**config.mk**
```make
export PLATFORM = sky130hd
export DESIGN_NAME = clk_synth_ctrl
export DESIGN_NICKNAME = d
export VERILOG_FILES = /design/src/rtl/clk_synth_pkg.sv /design/src/rtl/clk_synth_ctrl.sv
export SDC_FILE = /design/constraint.sdc
export NUM_CORES = 1
export LEC_CHECK = 0
export ABC_AREA = 1
export BUFFER_PORTS_ARGS = -buffer_cell sky130_fd_sc_hd__buf_2
export CORE_MARGIN = 1.5
export CORE_UTILIZATION = 35
export DETAILED_ROUTE_END_ITERATION = 8
export SETUP_SLACK_MARGIN = 0.02
export SLEW_MARGIN = 20
export SYNTH_ARGS = -nofsm -noshare
export SYNTH_HDL_FRONTEND = slang
export SYNTH_SLANG_ARGS = --single-unit
```
**constraint.sdc**
```tcl
create_clock -name sys_clk -period 8.6 [get_ports sys_clk]
set_input_delay 0.86 -clock sys_clk [delete_from_list [all_inputs] [get_ports sys_clk]]
set_output_delay 0.86 -clock sys_clk [all_outputs]
set_load 0.005 [all_outputs]
```
**src/rtl/clk_synth_pkg.sv**
```systemverilog
// Constants for the sampling clock synthesizer control block.
// Assumes a 25 MHz system clock and a byte-wide serial register map.
package clk_synth_pkg;
    // ========================================================================
    // Register offsets
    localparam logic [6:0] ADDR_STANDBY = 7'h00;
    localparam logic [6:0] ADDR_OSC_BIAS = 7'h01;
    localparam logic [6:0] ADDR_REF_HIGH = 7'h10;
    localparam logic [6:0] ADDR_REF_LOW = 7'h11;
    localparam logic [6:0] ADDR_FB_HIGH = 7'h12;
    localparam logic [6:0] ADDR_FB_LOW = 7'h13;
    localparam logic [6:0] ADDR_PUMP_CTRL = 7'h14;
    localparam logic [6:0] ADDR_BOOST_HIGH = 7'h15;
    localparam logic [6:0] ADDR_BOOST_LOW = 7'h16;
    // ========================================================================
    // Reset values
    localparam logic [7:0] RST_STANDBY = 8'hFF;
    localparam logic [1:0] RST_OSC_BIAS = 2'h0;
    localparam logic [13:0] RST_REF_DIV = 14'h0038;
    localparam logic [12:0] RST_FB_DIV = 13'h003C;
    localparam logic [6:0] RST_PUMP_CTRL = 7'h00;
    localparam logic [11:0] RST_BOOST_DIV = 12'h004;
    // ========================================================================
    // Field positions
    localparam int BLOCK_STANDBY_CONTROLS_OSC_BIT = 1;
    localparam int BLOCK_STANDBY_CONTROLS_SYNTH_BIT = 2;
    localparam int BIAS_LSB = 2;
    localparam int PUMP_BOOST_BIT = 6;
    localparam int PUMP_INV_BIT = 5;
    localparam int PUMP_CODE_LSB = 2;
    localparam int REF_HIGH_W = 6;
    localparam int FB_HIGH_W = 5;
    localparam int BOOST_HIGH_W = 4;
    // ========================================================================
    // Pump current in units of the minimum step
    localparam logic [3:0] PUMP_MULT_MAX = 4'h8;
    localparam logic [3:0] PUMP_MULT_BOOST_FLOOR = 4'h2;
    // ========================================================================
    // Serial frame: one read flag, seven address bits, eight data bits
    localparam logic [4:0] SPI_CMD_BITS = 5'h08;
    localparam logic [4:0] SPI_FRAME_BITS = 5'h10;
    typedef enum logic [2:0] {
        SPI_IDLE = 3'b001,
        SPI_CMD = 3'b010,
        SPI_DATA = 3'b100
    } spi_state_type;
endpackage

```
**src/rtl/clk_synth_ctrl.sv**
```systemverilog
// Serial register map, dividers, phase comparator and pump current control.
// Assumes ref_in, osc_in and serial pins are asynchronous and far below 12.5 MHz.
`timescale 1ns/1ps
module clk_synth_ctrl (
    input wire logic sys_clk,
    input wire logic rst,
    input wire logic spi_sclk,
    input wire logic spi_cs_n,
    input wire logic spi_sdi,
    output logic spi_sdo,
    output logic spi_sdo_oe,
    input wire logic ref_in,
    input wire logic osc_in,
    output logic pump_up,
    output logic pump_down,
    output logic [3:0] pump_level,
    output logic [1:0] pump_test_field,
    output logic synth_enable,
    output logic osc_core_enable,
    output logic [1:0] osc_bias
);
    // ========================================================================
    // Pin synchronisers; edge detection compares the second and third stages
    logic [2:0] sclk_s, ref_s, osc_s;
    logic [1:0] cs_s, sdi_s;
    always_ff @(posedge sys_clk or posedge rst) begin
        if (rst) begin
            sclk_s <= 3'h0;
            cs_s <= 2'h3;
            sdi_s <= 2'h0;
            ref_s <= 3'h0;
            osc_s <= 3'h0;
        end else begin
            sclk_s <= {sclk_s[1:0], spi_sclk};
            cs_s <= {cs_s[0], spi_cs_n};
            sdi_s <= {sdi_s[0], spi_sdi};
            ref_s <= {ref_s[1:0], ref_in};
            osc_s <= {osc_s[1:0], osc_in};
        end
    end
    wire sclk_rise = sclk_s[1] & ~sclk_s[2];
    wire sclk_fall = ~sclk_s[1] & sclk_s[2];
    wire cs_active = ~cs_s[1];
    wire ref_edge = ref_s[1] & ~ref_s[2];
    wire osc_edge = osc_s[1] & ~osc_s[2];

    // ========================================================================
    // Register file
    logic [7:0] standby_controls_q;
    logic [1:0] osc_bias_q;
    logic [13:0] clock_reference_divisor_q;
    logic [12:0] clock_feedback_divisor_q;
    logic [6:0] pump_ctrl_q;
    logic [11:0] boost_period_divisor_q;

    function automatic logic [7:0] read_reg(input logic [6:0] a);
        case (a)
            clk_synth_pkg::ADDR_STANDBY: read_reg = standby_controls_q;
            clk_synth_pkg::ADDR_OSC_BIAS: read_reg = {4'h0, osc_bias_q, 2'h0};
            clk_synth_pkg::ADDR_REF_HIGH: read_reg = {2'h0, clock_reference_divisor_q[13:8]};
            clk_synth_pkg::ADDR_REF_LOW: read_reg = clock_reference_divisor_q[7:0];
            clk_synth_pkg::ADDR_FB_HIGH: read_reg = {3'h0, clock_feedback_divisor_q[12:8]};
            clk_synth_pkg::ADDR_FB_LOW: read_reg = clock_feedback_divisor_q[7:0];
            clk_synth_pkg::ADDR_PUMP_CTRL: read_reg = {1'b0, pump_ctrl_q};
            clk_synth_pkg::ADDR_BOOST_HIGH: read_reg = {4'h0, boost_period_divisor_q[11:8]};
            clk_synth_pkg::ADDR_BOOST_LOW: read_reg = boost_period_divisor_q[7:0];
            default: read_reg = 8'h00;
        endcase
    endfunction

    // ========================================================================
    // Serial slave: read flag, address, data, most significant bit first
    clk_synth_pkg::spi_state_type spi_state_q;
    logic [4:0] bit_cnt_q;
    logic [14:0] shift_in_q;
    logic [7:0] shift_out_q;
    logic is_read_q;
    wire [15:0] frame = {shift_in_q, sdi_s[1]};
    wire cmd_done = sclk_rise && (bit_cnt_q == clk_synth_pkg::SPI_CMD_BITS - 5'h01);
    wire frame_done = sclk_rise && (bit_cnt_q == clk_synth_pkg::SPI_FRAME_BITS - 5'h01);
    wire wr_en = frame_done && !is_read_q && spi_state_q == clk_synth_pkg::SPI_DATA;
    wire [6:0] wr_addr = frame[14:8];
    wire [7:0] wr_data = frame[7:0];

    always_ff @(posedge sys_clk or posedge rst) begin
        if (rst) begin
            spi_state_q <= clk_synth_pkg::SPI_IDLE;
            bit_cnt_q <= 5'h00;
            shift_in_q <= 15'h0000;
            shift_out_q <= 8'h00;
            is_read_q <= 1'b0;
            spi_sdo <= 1'b0;
            spi_sdo_oe <= 1'b0;
        end else if (!cs_active) begin
            spi_state_q <= clk_synth_pkg::SPI_IDLE;
            bit_cnt_q <= 5'h00;
            spi_sdo_oe <= 1'b0;
        end else begin
            case (spi_state_q)
                clk_synth_pkg::SPI_IDLE: begin
                    spi_state_q <= clk_synth_pkg::SPI_CMD;
                end
                clk_synth_pkg::SPI_CMD: begin
                    if (sclk_rise) begin
                        shift_in_q <= frame[14:0];
                        bit_cnt_q <= bit_cnt_q + 5'h01;
                    end
                    if (cmd_done) begin
                        is_read_q <= frame[7];
                        shift_out_q <= read_reg(frame[6:0]);
                        spi_state_q <= clk_synth_pkg::SPI_DATA;
                    end
                end
                clk_synth_pkg::SPI_DATA: begin
                    if (sclk_rise) begin
                        shift_in_q <= frame[14:0];
                        bit_cnt_q <= bit_cnt_q + 5'h01;
                    end
                    // Read data changes on the falling edge so the host samples it stable.
                    if (sclk_fall && is_read_q && bit_cnt_q != clk_synth_pkg::SPI_FRAME_BITS) begin
                        spi_sdo <= shift_out_q[7];
                        shift_out_q <= {shift_out_q[6:0], 1'b0};
                        spi_sdo_oe <= 1'b1;
                    end
                    if (frame_done) begin
                        spi_state_q <= clk_synth_pkg::SPI_IDLE;
                    end
                end
                default: spi_state_q <= clk_synth_pkg::SPI_IDLE;
            endcase
        end
    end

    always_ff @(posedge sys_clk or posedge rst) begin
        if (rst) begin
            standby_controls_q <= clk_synth_pkg::RST_STANDBY;
            osc_bias_q <= clk_synth_pkg::RST_OSC_BIAS;
            clock_reference_divisor_q <= clk_synth_pkg::RST_REF_DIV;
            clock_feedback_divisor_q <= clk_synth_pkg::RST_FB_DIV;
            pump_ctrl_q <= clk_synth_pkg::RST_PUMP_CTRL;
            boost_period_divisor_q <= clk_synth_pkg::RST_BOOST_DIV;
        end else if (wr_en) begin
            case (wr_addr)
                clk_synth_pkg::ADDR_STANDBY: standby_controls_q <= wr_data;
                clk_synth_pkg::ADDR_OSC_BIAS: osc_bias_q <= wr_data[clk_synth_pkg::BIAS_LSB +: 2];
                clk_synth_pkg::ADDR_REF_HIGH: clock_reference_divisor_q[13:8] <= wr_data[5:0];
                clk_synth_pkg::ADDR_REF_LOW: clock_reference_divisor_q[7:0] <= wr_data;
                clk_synth_pkg::ADDR_FB_HIGH: clock_feedback_divisor_q[12:8] <= wr_data[4:0];
                clk_synth_pkg::ADDR_FB_LOW: clock_feedback_divisor_q[7:0] <= wr_data;
                clk_synth_pkg::ADDR_PUMP_CTRL: pump_ctrl_q <= wr_data[6:0];
                clk_synth_pkg::ADDR_BOOST_HIGH: boost_period_divisor_q[11:8] <= wr_data[3:0];
                clk_synth_pkg::ADDR_BOOST_LOW: boost_period_divisor_q[7:0] <= wr_data;
                default: ;
            endcase
        end
    end

    // ========================================================================
    // Dividers and phase comparator; all held cleared in synthesizer standby
    wire synth_on = ~standby_controls_q[clk_synth_pkg::BLOCK_STANDBY_CONTROLS_SYNTH_BIT];
    wire boost_en = pump_ctrl_q[clk_synth_pkg::PUMP_BOOST_BIT];
    wire [2:0] pump_code = pump_ctrl_q[clk_synth_pkg::PUMP_CODE_LSB +: 3];
    logic [13:0] ref_cnt_q;
    logic [12:0] fb_cnt_q;
    logic [11:0] fa_cnt_q;
    logic up_q, dn_q;
    logic [2:0] width_t_q;
    logic [3:0] boost_mult_q;
    // A divisor of zero behaves as one rather than stalling the loop.
    wire ref_tick = ref_edge && (ref_cnt_q + 14'h0001 >= clock_reference_divisor_q);
    wire fb_tick = osc_edge && (fb_cnt_q + 13'h0001 >= clock_feedback_divisor_q);
    wire fa_tick = ref_edge && (fa_cnt_q + 12'h001 >= boost_period_divisor_q);
    wire up_d = (up_q | ref_tick) & ~(dn_q | fb_tick);
    wire dn_d = (dn_q | fb_tick) & ~(up_q | ref_tick);
    wire pulse_on = up_q | dn_q;
    wire pulse_start = (up_d | dn_d) & ~pulse_on;
    wire pulse_end = pulse_on & ~(up_d | dn_d);
    wire [3:0] pulse_mult = {1'b0, width_t_q} + 4'h1;
    wire [3:0] nominal = {1'b0, pump_code} + 4'h1;
    wire [3:0] boosted = (boost_mult_q > nominal) ? boost_mult_q : nominal;
    wire [3:0] floored = (pump_code == 3'h0 && boosted < clk_synth_pkg::PUMP_MULT_BOOST_FLOOR) ?
        clk_synth_pkg::PUMP_MULT_BOOST_FLOOR : boosted;
    wire [3:0] level_d = boost_en ? floored : nominal;
    wire inv = pump_ctrl_q[clk_synth_pkg::PUMP_INV_BIT];

    always_ff @(posedge sys_clk or posedge rst) begin
        if (rst) begin
            ref_cnt_q <= 14'h0000;
            fb_cnt_q <= 13'h0000;
            fa_cnt_q <= 12'h000;
            up_q <= 1'b0;
            dn_q <= 1'b0;
            width_t_q <= 3'h0;
            boost_mult_q <= 4'h1;
        end else if (!synth_on) begin
            ref_cnt_q <= 14'h0000;
            fb_cnt_q <= 13'h0000;
            fa_cnt_q <= 12'h000;
            up_q <= 1'b0;
            dn_q <= 1'b0;
            width_t_q <= 3'h0;
            boost_mult_q <= 4'h1;
        end else begin
            if (ref_edge) ref_cnt_q <= ref_tick ? 14'h0000 : ref_cnt_q + 14'h0001;
            if (osc_edge) fb_cnt_q <= fb_tick ? 13'h0000 : fb_cnt_q + 13'h0001;
            up_q <= up_d;
            dn_q <= dn_d;
            // The T counter restarts with each pulse so widths are whole multiples of T.
            if (pulse_start) begin
                fa_cnt_q <= 12'h000;
                width_t_q <= 3'h0;
            end else if (ref_edge) begin
                fa_cnt_q <= fa_tick ? 12'h000 : fa_cnt_q + 12'h001;
                if (fa_tick && pulse_on && width_t_q != 3'h7) width_t_q <= width_t_q + 3'h1;
            end
            if (pulse_end) boost_mult_q <= pulse_mult;
        end
    end

    // ========================================================================
    // Output flops
    always_ff @(posedge sys_clk or posedge rst) begin
        if (rst) begin
            pump_up <= 1'b0;
            pump_down <= 1'b0;
            pump_level <= 4'h1;
            pump_test_field <= 2'h0;
            synth_enable <= 1'b0;
            osc_core_enable <= 1'b0;
            osc_bias <= 2'h0;
        end else begin
            pump_up <= synth_on & (inv ? dn_q : up_q);
            pump_down <= synth_on & (inv ? up_q : dn_q);
            pump_level <= level_d;
            pump_test_field <= pump_ctrl_q[1:0];
            synth_enable <= synth_on;
            osc_core_enable <= ~standby_controls_q[clk_synth_pkg::BLOCK_STANDBY_CONTROLS_OSC_BIT];
            osc_bias <= osc_bias_q;
        end
    end

    // ========================================================================
    // Checks
    a_standby_quiet: assert property (@(posedge sys_clk) disable iff (rst)
        !synth_on |=> !pump_up && !pump_down && !synth_enable)
        else $error("pump active in standby");
    a_pump_exclusive: assert property (@(posedge sys_clk) disable iff (rst)
        !(pump_up && pump_down))
        else $error("pump up and down together");
    a_nominal_level: assert property (@(posedge sys_clk) disable iff (rst)
        !boost_en |=> pump_level == {1'b0, $past(pump_code)} + 4'h1)
        else $error("nominal pump level wrong");
    a_boost_floor: assert property (@(posedge sys_clk) disable iff (rst)
        boost_en && pump_code == 3'h0 |=> pump_level >= 4'h2)
        else $error("boost floor violated");
    a_level_ceiling: assert property (@(posedge sys_clk) disable iff (rst)
        pump_level <= clk_synth_pkg::PUMP_MULT_MAX && pump_level != 4'h0)
        else $error("pump level out of range");
    a_boost_raise_only: assert property (@(posedge sys_clk) disable iff (rst)
        boost_en |=> pump_level >= {1'b0, $past(pump_code)} + 4'h1)
        else $error("boost lowered the current");
    a_osc_follow: assert property (@(posedge sys_clk) disable iff (rst)
        $rose(standby_controls_q[clk_synth_pkg::BLOCK_STANDBY_CONTROLS_OSC_BIT]) |=> !osc_core_enable)
        else $error("oscillator core not disabled");
    a_split_write: assert property (@(posedge sys_clk) disable iff (rst)
        wr_en && wr_addr == clk_synth_pkg::ADDR_REF_HIGH
        |=> clock_reference_divisor_q[13:8] == $past(wr_data[5:0]))
        else $error("reference high byte not stored");
    a_sdo_idle: assert property (@(posedge sys_clk) disable iff (rst)
        !cs_active |=> !spi_sdo_oe)
        else $error("serial output driven while deselected");
endmodule

```
==> qor.csv <==
stage;metric;value;unit
yosys;ys_warn_count;0;
pwr;p_int;0.00133;W
yosys;synth-main-ff-cell;dfrtp_1;
grt;track_usage;0.168;
yosys;ys_seq_area_frac;0.470;
yosys;synth_seq_cells;162;
worst_setup_path;end_kind;register;
route;ant_nets;0;
timing;finalMaxSlewViolations;0;
timing;fmax;0.229;GHz
pwr;cellLeakagePower;4.63;nW
route;vias_per_cell;4.81;
grt;grt_pass1_vias;6703;
pwr;netSwitchingFraction;0.298;
route;via_count;7005;
timing;setup_tns;0;ns
place;gp_congestion;0.865;
clocking;cts_hold_buf;0;
place;dp_cells;1425;
timing;worst_pin_slew;0.950;ns
clocking;ctsResizeCount;0;
clocking;clockRootBuffer;clkbuf_16;
floorplan;rows;57;
place;port_buffers;20;
route;routed_wirelength;20600;µm
route;drt-pass1-iter-count;5;
pwr;clkPwrFrac;0.428;
timing;min_period;4.36;ns
timing;setup_ws;4.24;ns
cells_and_area;nFillCells;2440;
cells_and_area;finalInstanceArea;9770;µm²
cells_and_area;syn_to_final_growth;12.4;%
clocking;cts_setup_buffers;0;
clocking;cts.sinks;162;
clocking;cts_tree;done;
yosys;syn_inst;1099;
grt;grt_pass1_wl;34200;µm
cells_and_area;final_cell_mix;273 x nand2_1, 167 x inv_1, 149 x o21ai_0, 141 x dfrtp_1, 90 x nor2_1;
timing;skew;0.0123;ns
timing;rsz0062_at_grt;no;
cells_and_area;multiInputGateArea;3880;µm²
worst_hold_path;holdCritPathClass;reg -> reg;
yosys;synthArstFlopShare;1.00;
route;drc;0;
clocking;cts_made_buffers;17;
floorplan;die_w;161;µm
worst_setup_path;criticalPathCategory;reg -> reg;
clocking;h-tree-depth;4;
timing;setup_viol;0;
grt;grt_overflow_total;0;
floorplan;fp.dieH;161;µm
cells_and_area;drive_gt1_frac;0.0768;
route;drtIter0Drc;538;
place;post-place-ws;4.25;ns
yosys;synthDistinctLibCells;28;
cells_and_area;diodes;0;
yosys;synth_edf_count;0;
place;place_hpwl;14900;µm
pwr;p_switching;0.000565;W
floorplan;ioPinCount;21;
flow_run;maxCapViolCount;0;
place;dpl_cell_area;9130;µm²
timing;max_slew_margin;0.365;
timing;hold_violations;0;
run_status;status;finished, final reports clean;
clocking;clk_pin_slew;0.07;ns
worst_setup_path;arrival;4.73;ns
yosys;synth.avg_cell_area;7.91;µm²
worst_setup_path;worstPathRequired;8.97;ns
pwr;pwr-share-seq;0.449;
clocking;cts_max_path_buffers;2;
grt;grt_max_degree;85;
worst_setup_path;cp-start-kind;register;
floorplan;core_area;24300;µm²
floorplan;dieArea;25800;µm²
pwr;ir_drop;152;µV
pwr;p_comb_frac;0.123;
route;wl_per_cell;14.1;µm
worst_setup_path;critical_path.max_fanout;12;
timing;period_share;0.507;
cells_and_area;seq_area;4080;µm²
yosys;syn-num-nets;1161;
cells_and_area;finalNetCount;1182;
yosys;syn_area;8690;µm²
clocking;clock_latency;0.44;ns
cells_and_area;mostFrequentLayoutCell;nand2_1;
grt;antenna_found_initial;0;
floorplan;start_util;0.357;
pwr;powerDensity;194;nW/µm²
cells_and_area;final_cells;1457;
## cell usage after synthesis (2+ instances only)
cell type	count	area, µm²
nor2_2	2	12.5
ha_1	55	688
a21o_1	3	22.5
nor2_1	90	338
nor3_1	12	60.1
or2_2	2	12.5
nand4_1	15	93.8
dfstp_2	21	552
xor2_1	23	201
o21bai_1	3	22.5
inv_1	168	631
xnor2_1	2	17.5
o22ai_1	10	62.6
nor4_1	5	31.3
nand3_1	66	330
clkbuf_1	13	48.8
nand2_1	273	1020
a21oi_1	29	145
buf_2	8	40.0
dfrtp_1	141	3530
inv_2	2	7.51
nor3_4	2	32.5
o21ai_0	149	746
## logic make-up (layout without fill, tap and decap cells)
kind of cell | Yosys count | after routing | synth area share
and+or+nand+nor | 468 | 468 | 0.224
xor gates and xnor gates | 25 | 25 | 0.0252
AOI/OAI and AO/OA | 197 | 197 | 0.117
buffers and inverters | 191 | 225 | 0.0837
DFF | 162 | 162 | 0.470
adders and majority gates | 55 | 55 | 0.0792
muxes | 1 | 1 | 0.00130
## metal layers
layer	routed length [µm]	vias to the layer above	GRT usage
met4	215	0	0.0463
met5	0	-	0
met3	751	16	0.0276
met1	9800	3292	0.225
li1	-	3578	-
met2	9840	119	0.279
## final timing paths
path | cells past startpoint | from | slack (ns) | to
worst min register to register | 0 | sdi_s[0]$_DFF_PP0_ | 0.35 | sdi_s[1]$_DFF_PP0_
min in group asynchronous | 2 | rst | 0.56 | pump_level[3]$_DFF_PP0_
worst min-delay path | 0 | sdi_s[0]$_DFF_PP0_ | 0.35 | sdi_s[1]$_DFF_PP0_
worst max register to register | 25 | fb_cnt_q[0]$_DFFE_PP0P_ | 4.24 | fa_cnt_q[1]$_DFFE_PP0P_
worst max-delay path | 25 | fb_cnt_q[0]$_DFFE_PP0P_ | 4.24 | fa_cnt_q[1]$_DFFE_PP0P_
max in group asynchronous | 3 | rst | 6.82 | ref_cnt_q[0]$_DFFE_PP0P_
## area by class of cell
type,count,area share
flip-flops and latches,162,0.418
clock buffers,17,0.0435
repair buffers,23,0.0129
inverters,170,0.0658
multi-input cells,746,0.397
clock inverters,15,0.0213
well taps,324,0.0415
## worst max-delay path: stages (launching register included)
cell and delay, ns:
dfrtp_1 0.38, ha_1 0.17, nand2_1 0.09, nor2_1 0.28
nand2_1 0.11, nor2_1 0.12, xor2_1 0.19, inv_1 0.06
ha_1 0.30, nand2_1 0.07, inv_1 0.03, nor2_1 0.08
o21ai_0 0.07, a21oi_1 0.17, nand3_1 0.10, a21oi_1 0.18
inv_1 0.06, ha_1 0.26, inv_1 0.05, nand2_1 0.16
inv_1 0.10, nor2_1 0.27, nand2_1 0.08, nor2_1 0.65
nand2_1 0.13, nand2_1 0.09
## registers in the layout, indices dropped and copies added (netlist names), 2 cells and up
name,count
pump_ctrl_q,7
fa_cnt_q,12
osc_bias_q,2
osc_s,3
osc_bias,2
ref_cnt_q,14
boost_mult_q,4
cs_s,2
clock_reference_divisor_q,14
clock_feedback_divisor_q,13
fb_cnt_q,13
shift_out_q,8
sdi_s,2
sclk_s,3
pump_test_field,2
boost_period_divisor_q,12
width_t_q,3
bit_cnt_q,5
ref_s,3
standby_controls_q,8
pump_level,4
shift_in_q,14
spi_state_q,3
## metrics by stage
step / hold slack, ns / total power, W / util
2_1_floorplan: 0.331 / 0.00103 / -
3_3_place_gp: 0.333 / 0.00109 / 0.376
3_5_place_dp: 0.335 / 0.00110 / 0.376
4_1_cts: 0.352 / 0.00191 / 0.402
5_1_grt: 0.358 / 0.00199 / 0.402
6_report: 0.351 / 0.00189 / 0.402
## power groups by stage
stage                     Clock, W  Combinational (W)  Sequential, W
after floorplan                  0           0.000178       0.000852
after global placement           0           0.000230       0.000864
after detailed placement         0           0.000233       0.000864
after CTS                 0.000824           0.000234       0.000850
after global routing      0.000859           0.000276       0.000857
final                     0.000811           0.000234       0.000850
Power figures use the tool's default switching activity.
